--- config.mk ---
export PLATFORM = sky130hd
export DESIGN_NAME = cef_flag_bank
export DESIGN_NICKNAME = d
export VERILOG_FILES = /design/src/rtl/cef_pkg.sv /design/src/rtl/cef_flag_bank.sv /design/src/rtl/cef_sync_change.sv
export VERILOG_INCLUDE_DIRS = /design/src /design/src/rtl
export SDC_FILE = /design/constraint.sdc
export NUM_CORES = 1
export LEC_CHECK = 0
export BUFFER_PORTS_ARGS = -buffer_cell sky130_fd_sc_hd__buf_4
export CORE_MARGIN = 5
export CORE_UTILIZATION = 50
export CTS_CLUSTER_SIZE = 40
export DETAILED_ROUTE_END_ITERATION = 10
export PLACE_DENSITY_LB_ADDON = 0.25
export SLEW_MARGIN = 20
export SYNTH_ARGS = -nofsm -noshare
export SYNTH_HDL_FRONTEND = slang
export SYNTH_SLANG_ARGS = --single-unit
--- constraint.sdc ---
create_clock -name core_clk -period 4.45 [get_ports core_clk]
set_clock_uncertainty 0.1 [all_clocks]
set_input_delay 0.2225 -clock core_clk [delete_from_list [all_inputs] [get_ports core_clk]]
set_output_delay 0.2225 -clock core_clk [all_outputs]
set_load 0.01 [all_outputs]
--- src/rtl/cef_consts.svh ---
`ifndef CEF_CONSTS_SVH
`define CEF_CONSTS_SVH
// register offsets of the five event flag bytes
`define CEF_OFS_FLAG1 8'h18
`define CEF_OFS_FLAG2 8'h19
`define CEF_OFS_FLAG3 8'h1A
`define CEF_OFS_FLAG4 8'h1B
`define CEF_OFS_FLAG5 8'h1C
// implemented bits per byte, reserved bits are zero
`define CEF_IMPL_FLAG1 8'hFF
`define CEF_IMPL_FLAG2 8'hF4
`define CEF_IMPL_FLAG3 8'hFF
`define CEF_IMPL_FLAG4 8'hFF
`define CEF_IMPL_FLAG5 8'hD0
// reset value of every flag byte
`define CEF_FLAG_RST 8'h00
// conversion-done position inside the fourth byte
`define CEF_ADC_DONE_BIT 7
// number of flag bytes
`define CEF_NUM_BYTES 5
`endif

--- src/rtl/cef_pkg.sv ---
package cef_pkg;
  // one flag byte
  typedef logic [7:0] cef_byte_t;
  // whole state of the flag bank
  typedef struct packed {
    logic [39:0] flags;   // latched change flags, byte 0 at offset 18h
    cef_byte_t   rd_data; // read answer
    logic        int_req; // interrupt request
  } cef_state_t;
endpackage

--- src/rtl/cef_flag_bank.sv ---
// Operation
// - byte 18h holds battery/bus voltage change flags
// - byte 19h bus current flags, bits 3,1,0 zero
// - byte 1Ah input and presence change flags
// - byte 1Bh thermal, ADC, watchdog change flags
// - conversion-done flag sets in one-shot mode only
// - byte 1Ch converter flags, bits 5,3-0 zero
// - flags read-only, one means changed, reset zero
// - flag drives interrupt only while mask bit zero
// - done status forced zero in continuous mode
`include "cef_consts.svh"
`timescale 1ns/1ns
`default_nettype none
module cef_flag_bank #(
  parameter int NUM_BYTES = `CEF_NUM_BYTES
) (
  // clock and reset
  input  wire logic              core_clk,
  input  wire logic              sys_rst,
  // live status bytes from comparators, monitors, ADC, watchdog
  input  wire cef_pkg::cef_byte_t stat_bat_bus_volt,
  input  wire cef_pkg::cef_byte_t stat_bus_current,
  input  wire cef_pkg::cef_byte_t stat_input_presence,
  input  wire cef_pkg::cef_byte_t stat_thermal_adc_wd,
  input  wire cef_pkg::cef_byte_t stat_converter,
  // ADC conversion mode, high for one-shot
  input  wire logic              adc_oneshot_mode,
  // interrupt masks, one per flag bit, one blocks
  input  wire cef_pkg::cef_byte_t mask_bat_bus_volt,
  input  wire cef_pkg::cef_byte_t mask_bus_current,
  input  wire cef_pkg::cef_byte_t mask_input_presence,
  input  wire cef_pkg::cef_byte_t mask_thermal_adc_wd,
  input  wire cef_pkg::cef_byte_t mask_converter,
  // register read port behind the serial control port
  input  wire logic              rd_en,
  input  wire cef_pkg::cef_byte_t rd_addr,
  output cef_pkg::cef_byte_t      rd_data,
  // interrupt request, active high
  output logic                   int_req
);
  import cef_pkg::*;

  // implemented bits of the whole bank, byte 0 lowest;
  // reserved positions are cleared here once so that no later logic
  // has to remember which bits of which byte are empty
  localparam logic [39:0] IMPL = {`CEF_IMPL_FLAG5, `CEF_IMPL_FLAG4, `CEF_IMPL_FLAG3,
                                  `CEF_IMPL_FLAG2, `CEF_IMPL_FLAG1};
  localparam int DONE_IDX = 3 * 8 + `CEF_ADC_DONE_BIT; // done bit in the flat vector

  cef_state_t  st_reg;   // registered state
  cef_state_t  st_next;  // next state
  logic [39:0] stat_all; // live status, done bit gated by mode
  logic [39:0] mask_all; // all masks, flat
  logic [39:0] chg;      // synchronised change pulses
  logic [39:0] set_vec;  // flag set requests
  logic [39:0] clr_vec;  // flag clear by read
  logic [2:0]  rd_idx;   // addressed byte index
  logic        rd_hit;   // address within the bank

  // the bank layout is fixed at five bytes
  if (NUM_BYTES != 5) begin : g_chk
    $error("cef_flag_bank: NUM_BYTES must be 5");
  end

  // done status is meaningless in continuous mode, hold it low
  always_comb begin
    stat_all = {stat_converter, stat_thermal_adc_wd, stat_input_presence,
                stat_bus_current, stat_bat_bus_volt};
    stat_all[DONE_IDX] = stat_thermal_adc_wd[`CEF_ADC_DONE_BIT] & adc_oneshot_mode;
    mask_all = {mask_converter, mask_thermal_adc_wd, mask_input_presence,
                mask_bus_current, mask_bat_bus_volt};
  end

  // status lines come from other domains, so three stages each;
  // both edges of a status level count as a change, and a level
  // that holds for less than two clock cycles may be missed
  // trade-off: four cycles of latency buy freedom from metastability
  cef_sync_change #(
    .W (40)
  ) u_sync (
    .core_clk   (core_clk),
    .sys_rst    (sys_rst),
    .stat_async (stat_all),
    .chg        (chg)
  );

  // address decode of the five flag bytes;
  // anything else falls through and reads as zero
  // the mask and live status bytes live outside this bank
  always_comb begin
    rd_hit = 1'b1;
    rd_idx = 3'h0;
    case (rd_addr)
      `CEF_OFS_FLAG1: rd_idx = 3'h0;
      `CEF_OFS_FLAG2: rd_idx = 3'h1;
      `CEF_OFS_FLAG3: rd_idx = 3'h2;
      `CEF_OFS_FLAG4: rd_idx = 3'h3;
      `CEF_OFS_FLAG5: rd_idx = 3'h4;
      default:        rd_hit = 1'b0;
    endcase
  end

  // flag update, read answer and interrupt
  always_comb begin
    st_next = st_reg;
    // reserved bits never set
    set_vec = chg & IMPL;
    // done flag only in one-shot mode
    set_vec[DONE_IDX] = chg[DONE_IDX] & adc_oneshot_mode;
    clr_vec = '0;
    if (rd_en && rd_hit) begin
      // a read clears the byte it returns
      clr_vec[rd_idx*8 +: 8] = 8'hFF;
      st_next.rd_data = st_reg.flags[rd_idx*8 +: 8];
    end else if (rd_en) begin
      // unmapped addresses read zero
      st_next.rd_data = 8'h00;
    end
    // set wins over a read in the same cycle, so no change is lost
    st_next.flags = (st_reg.flags & ~clr_vec) | set_vec;
    // only unmasked flags raise the request
    st_next.int_req = |(st_next.flags & ~mask_all);
  end

  // state register, all flags clear at reset
  always_ff @(posedge core_clk) begin
    if (sys_rst) begin
      st_reg       <= '0;
      st_reg.flags <= {5{`CEF_FLAG_RST}};
    end else begin
      st_reg <= st_next;
    end
  end

  // both outputs come straight from flip-flops, so the host
  // never sees a glitch on the request line
  assign rd_data = st_reg.rd_data;
  assign int_req = st_reg.int_req;

  // reserved bits stay zero
  a_reserved_zero: assert property (@(posedge core_clk) disable iff (sys_rst)
    (st_reg.flags & ~IMPL) == '0)
    else $error("reserved flag bit set");
  // every change latches one cycle later
  a_change_latch: assert property (@(posedge core_clk) disable iff (sys_rst)
    (set_vec != '0) |=> ((st_reg.flags & $past(set_vec)) == $past(set_vec)))
    else $error("change not latched");
  // flags clear at reset
  a_reset_clear: assert property (@(posedge core_clk)
    $past(sys_rst) |-> (st_reg.flags == '0 && !int_req))
    else $error("flags not clear after reset");
  // read returns the byte held before the read
  a_read_data: assert property (@(posedge core_clk) disable iff (sys_rst)
    (rd_en && rd_hit) |=> (rd_data == $past(st_reg.flags[rd_idx*8 +: 8])))
    else $error("read data wrong");
  // a read of byte 1Ah clears it unless a change arrives
  a_read_clear: assert property (@(posedge core_clk) disable iff (sys_rst)
    (rd_en && rd_addr == `CEF_OFS_FLAG3 && set_vec[23:16] == 8'h00)
    |=> (st_reg.flags[23:16] == 8'h00))
    else $error("read did not clear");
  // without a read or change a flag holds
  a_flag_hold: assert property (@(posedge core_clk) disable iff (sys_rst)
    (!rd_en && set_vec == '0) |=> $stable(st_reg.flags))
    else $error("flag changed without cause");
  // interrupt follows unmasked flags
  a_mask_int: assert property (@(posedge core_clk) disable iff (sys_rst)
    ##1 (int_req == |(st_reg.flags & ~$past(mask_all))))
    else $error("interrupt does not match masked flags");
  // done flag stays quiet in continuous mode
  a_done_mode: assert property (@(posedge core_clk) disable iff (sys_rst)
    (!adc_oneshot_mode && !st_reg.flags[DONE_IDX]) |=> !st_reg.flags[DONE_IDX])
    else $error("done flag set in continuous mode");
  // unmapped reads answer zero
  a_unmapped_zero: assert property (@(posedge core_clk) disable iff (sys_rst)
    (rd_en && !rd_hit) |=> (rd_data == 8'h00))
    else $error("unmapped read not zero");
  // a flag rises only where a change was requested
  a_no_spurious: assert property (@(posedge core_clk) disable iff (sys_rst)
    1'b1 |=> ((st_reg.flags & ~$past(st_reg.flags) & ~$past(set_vec)) == '0))
    else $error("flag rose without a change");
  // read answer stands until the next read
  a_rd_hold: assert property (@(posedge core_clk) disable iff (sys_rst)
    !rd_en |=> $stable(rd_data))
    else $error("read data moved without a read");
  // continuous mode never requests the done flag
  a_done_gate: assert property (@(posedge core_clk) disable iff (sys_rst)
    !adc_oneshot_mode |-> !set_vec[DONE_IDX])
    else $error("done flag requested in continuous mode");
  // with every bit masked the request stays low
  a_all_masked: assert property (@(posedge core_clk) disable iff (sys_rst)
    (mask_all == '1) |=> !int_req)
    else $error("interrupt raised while all masked");
  // an unmasked flag raises the request
  a_unmasked_int: assert property (@(posedge core_clk) disable iff (sys_rst)
    ((st_next.flags & ~mask_all) != '0) |=> int_req)
    else $error("unmasked flag without interrupt");
  // an unmapped read leaves every flag alone
  a_unmapped_keep: assert property (@(posedge core_clk) disable iff (sys_rst)
    (rd_en && !rd_hit)
    |=> (st_reg.flags == ($past(st_reg.flags) | $past(set_vec))))
    else $error("unmapped read touched flags");

  // main scenarios
  c_int_raise: cover property (@(posedge core_clk) disable iff (sys_rst) $rose(int_req));
  c_set_on_read: cover property (@(posedge core_clk) disable iff (sys_rst)
    rd_en && rd_hit && ((set_vec & clr_vec) != '0));
  c_done_flag: cover property (@(posedge core_clk) disable iff (sys_rst)
    $rose(st_reg.flags[DONE_IDX]));
  c_masked_flag: cover property (@(posedge core_clk) disable iff (sys_rst)
    (st_reg.flags != '0) && !int_req);
  c_unmapped_read: cover property (@(posedge core_clk) disable iff (sys_rst)
    rd_en && !rd_hit);
endmodule // cef_flag_bank
`default_nettype wire

--- src/rtl/cef_sync_change.sv ---
`timescale 1ns/1ns
`default_nettype none
// three-stage synchroniser with change detect per bit
module cef_sync_change #(
  parameter int W = 40
) (
  // clock and reset
  input  wire logic         core_clk,
  input  wire logic         sys_rst,
  // asynchronous live status
  input  wire logic [W-1:0] stat_async,
  // one-cycle change pulses
  output logic      [W-1:0] chg
);
  import cef_pkg::*;

  // stage registers, all in one state word
  typedef struct packed {
    logic [W-1:0] s1;
    logic [W-1:0] s2;
    logic [W-1:0] s3;
    logic [W-1:0] stbl; // last accepted level per bit
  } cef_sync_state_t;

  cef_sync_state_t st_reg;  // registered state
  cef_sync_state_t st_next; // next state
  logic [W-1:0]    agree;   // stages two and three agree

  // refuse a zero width
  if (W < 1) begin : g_chk
    $error("cef_sync_change: W must be at least 1");
  end

  // shift chain, s1 feeds only s2; a level counts once s2 and s3 agree
  always_comb begin
    agree        = ~(st_reg.s2 ^ st_reg.s3);
    st_next      = st_reg;
    st_next.s1   = stat_async;
    st_next.s2   = st_reg.s1;
    st_next.s3   = st_reg.s2;
    st_next.stbl = (st_reg.stbl & ~agree) | (st_reg.s3 & agree);
  end

  // state register
  always_ff @(posedge core_clk) begin
    if (sys_rst) begin
      st_reg <= '0;
    end else begin
      st_reg <= st_next;
    end
  end

  // a change counts once stages two and three agree on a new level; per bit
  for (genvar i = 0; i < W; i++) begin : g_chg
    assign chg[i] = agree[i] & (st_reg.s3[i] ^ st_reg.stbl[i]);
  end

  // a change pulse takes the new level as the accepted one
  a_chg_pulse: assert property (@(posedge core_clk) disable iff (sys_rst)
    (chg != '0) |=> ((st_reg.stbl & $past(chg)) == ($past(st_reg.s3) & $past(chg))))
    else $error("change pulse without level update");
endmodule // cef_sync_change
`default_nettype wire

==> results.txt <==
* Area of the mapped netlist: 6650 sq um
* Number of nets in the layout: 924
- Starting density of the core: 50.6%
- STA classifies the critical path endpoint as a flop.
- Core area: 13100 sq um
- Of the cells placed in the final design, the portion with a size suffix greater than 1 is 17.0%.
- The largest individual stage delay along the critical path comes from the cell nand4_1.
- Max-slew violation count: 0
- Die Y: 125 um
- The setup path with the least slack is of type in -> reg.
* Final Cell Area: 8350 sq um
* Yosys reg bits: 177
* Remaining design rule violation count: 0
- Counting instances, the worst hold path has a depth of 3.
- The floorplan step set the die width to 125 um.
- 0 antenna diodes ended up in the layout.
- TritonCTS built the clock tree.
* Final Total Pwr: 3.40 mW
- In this run the cell area measured after placement is 7400 sq um.
* Gate family responsible for the most delay along the worst path: simple AND/OR/NAND/NOR gates
* Endpoint of the lowest-slack register-to-register path: int_req$_SDFF_PP0_
- At the pin with the least slew margin, the transition time is 0.904 ns.
- Die footprint: 15700 sq um
* Final setup vio count: 0
- Relative slew slack: 39.8%
- Worst path arrival time: 3.35 ns
- Summing the sequential cell areas from Yosys gives 53.3% of the chip area.
- # Post-CTS Setup Buffers: 0
* Detailed-router iteration count before antenna repair: 6
- Cell area power density: 407 nW/um^2
- Critical Path Max Stage Delay: 0.43 ns
* Most common cell after layout, fill and taps aside: dfxtp_1
- Aggregate negative setup slack: 0 ns
- Count of buffers from port buffering: 92
- The global routing stage identified its most utilized layer as met2.
- Max Fanout on Critical Path: 18
* Area fraction of the dominant cell type after synthesis: 53.3%
* Initial antenna violation count: 0
* Min-Delay Endpoint: int_req$_SDFF_PP0_
* Post-synthesis to final-layout area growth: 25.7%
- Averaged over all synthesized cells, the footprint is 9.26 sq um.
- At the worst endpoint, the required time is 4.63 ns.
- The worst setup path is launched from an input pin.
* Pin count of the biggest net entering global routing: 89
- Total via count after detailed routing: 5242
* Most used flip-flop cell after synthesis: dfxtp_1
- # resized after CTS: 0
- Yosys mapped a number of flops with a built-in enable equal to 0.
- In this run the most critical hold path is launched from mask_converter[4].
* Post-synth top area cell: dfxtp_1
- For this design the top-level I/O count stands at 101.
- Detailed Route WL: 15200 um
* Met3 demand-to-capacity share in global routing: 5.76%
- Global routing used 19.8% of the available tracks.
- Clock Sinks: 177
- Met1 track demand over resource in global routing: 24.4%
* Post-Syn Instances: 718
- After layout, the worst path uses 71.1% of the clock period.
- The floorplan has 42 rows.
* Commonest cells after routing, fill and taps aside: 177 x dfxtp_1, 96 x nor2b_1, 95 x buf_4
- Root Buffer Master: clkbuf_16
- In this run, the number of DRC markers left after iteration 0 of detailed routing was 337.
- The number of cells on the worst reg-to-reg path is 6.
- Global routing used 33.4% of the available met2 tracks.
- In this run the static leakage power is 3.33 nW.
- Dividing the detail-routed wire length by the instance count gives 14.9 um.
- Synthesis instantiated 54 different standard cells from the library.
- VDD sags by at most 0.309 mV.
* Post-layout min period: 3.17 ns
* HPWL after detailed placement: 10900 um
- Global routing finished with a remaining overflow of 0.
- After clock tree synthesis, the clock-pin slew on the worst setup and hold paths is 0.06 ns.
- RSZ-0062 raised after global routing: no
- The final count of hold timing violations came to 0.
- Worst reg-to-reg setup slack: 2.25 ns
- CTS max path bufs: 2
* Run status: completed
- Post-Synthesis Net Count: 813
* DRT antenna net count: 0
* Worst skew pair latency: 0.42 ns
- Sorting the synthesized cells by area gives the leading types as dfxtp_1 53%, nor2b_1 9.0%, nand2_1 4.0%.
* Share of async-settable or async-resettable flops after synthesis: 0%
* Path class of the lowest-slack min-delay path: in -> reg
- Number of buffers created by CTS: 17
* Total number of yosys warnings: 0
- The number of global-route vias before repair came to 5212.
* First-pass GRT wire length: 24900 um
* CP bufs+invs: 2
- The H-tree was split into 4 levels.
* Max-cap violations: 0
- Routability-driven placement finished with a final weighted congestion of 0.845.
- Traced cell by cell, the critical path runs through buf_4 -> nor3b_4 -> and2_1 -> buf_4 -> nand2_4 -> ha_1 -> ha_1 -> and4b_1 -> nand4_1 -> a22oi_1 -> and4bb_1 -> a41oi_1.
- Using the TritonRoute via totals, the vias-per-cell ratio works out to 5.15.
* Peak Freq: 0.316 GHz
==> through the flow <==
| stage | hold WS [ns] | worst slack [ns] | utilization [%] | cells |
|---|---|---|---|---|
| finish | 0.0473 | 1.28 | 63.6 | 1017 |
| floorplan | 0.236 | 1.49 | - | 718 |
| global placement | 0.317 | 0.976 | 56.3 | 953 |
| global route | 0.0600 | 1.11 | 63.6 | 1017 |
| CTS | 0.0380 | 1.36 | 63.6 | 1017 |
| detailed placement | 0.322 | 0.914 | 56.3 | 953 |
==> worst max path at each step <==
stage / cells past startpoint / start / slack (ns) / to
after detailed placement: 12 / rd_addr[7] / 0.91 / int_req$_SDFF_PP0_
final: 12 / rd_addr[7] / 1.28 / int_req$_SDFF_PP0_
after floorplan: 14 / rd_addr[2] / 1.49 / int_req$_SDFF_PP0_
after global routing: 12 / rd_addr[7] / 1.11 / int_req$_SDFF_PP0_
after global placement: 12 / rd_addr[7] / 0.98 / int_req$_SDFF_PP0_
after CTS: 12 / rd_addr[7] / 1.36 / int_req$_SDFF_PP0_
==> synthesized netlist by cell type, drive strengths merged (3+ instances only) <==
cell type,count
a211oi,4
inv,31
or4,3
nand2,72
nor4,3
o21ai,46
o22ai,13
nand4,5
and2,8
clkbuf,20
nor2,45
nor2b,96
a21oi,47
ha,3
nor3b,6
o211ai,7
o21a,8
nand2b,16
a221oi,3
nand3,18
a311oi,9
buf,17
a22oi,19
nor3,6
or3b,9
dfxtp,177
==> worst register-to-register path: stages (launching register included) <==
cell	delay, ns
dfxtp_1	0.34
or4b_1	0.18
o31a_1	0.18
o21ai_0	0.09
or4_1	0.51
nor4_1	0.50
a41oi_1	0.17
==> metal layers <==
metal	share of wire, %	vias up	wire length [um]
met5	0	-	0
met4	2.0	0	310
met3	4.7	24	721
met2	49	128	7500
met1	44	2412	6660
li1	-	2678	-
==> power by group <==
group	switching [mW]	leakage [nW]	internal (mW)
clock network	0.597	0.302	0.952
registers	0.0225	1.44	1.63
logic	0.0868	1.59	0.113
total	0.706	3.33	2.69
==> logic make-up after synthesis <==
kind of cell,synth area share [%]
flops,53.3
compound gates,15.8
buf+inv,4.74
mux,0.339
simple gates,24.9
xor+xnor,0.264
fa+ha+maj,0.565
==> cell type report <==
type	instances	area [sq um]
Clock inverter	13	185
Timing Repair Buffer	129	1060
Multi-Input combinational cell	473	2790
Inverter	31	116
Tap cell	176	220
Fill cell	1092	4780
Clock buffer	18	439
Sequential cell	177	3540
==> timing repair <==
action	in CTS	in global routing
hold endpoints to repair	32	0
hold buffers	33	0
endpoints found under the setup margin	0	0
(Power assumes the default switching activity.)
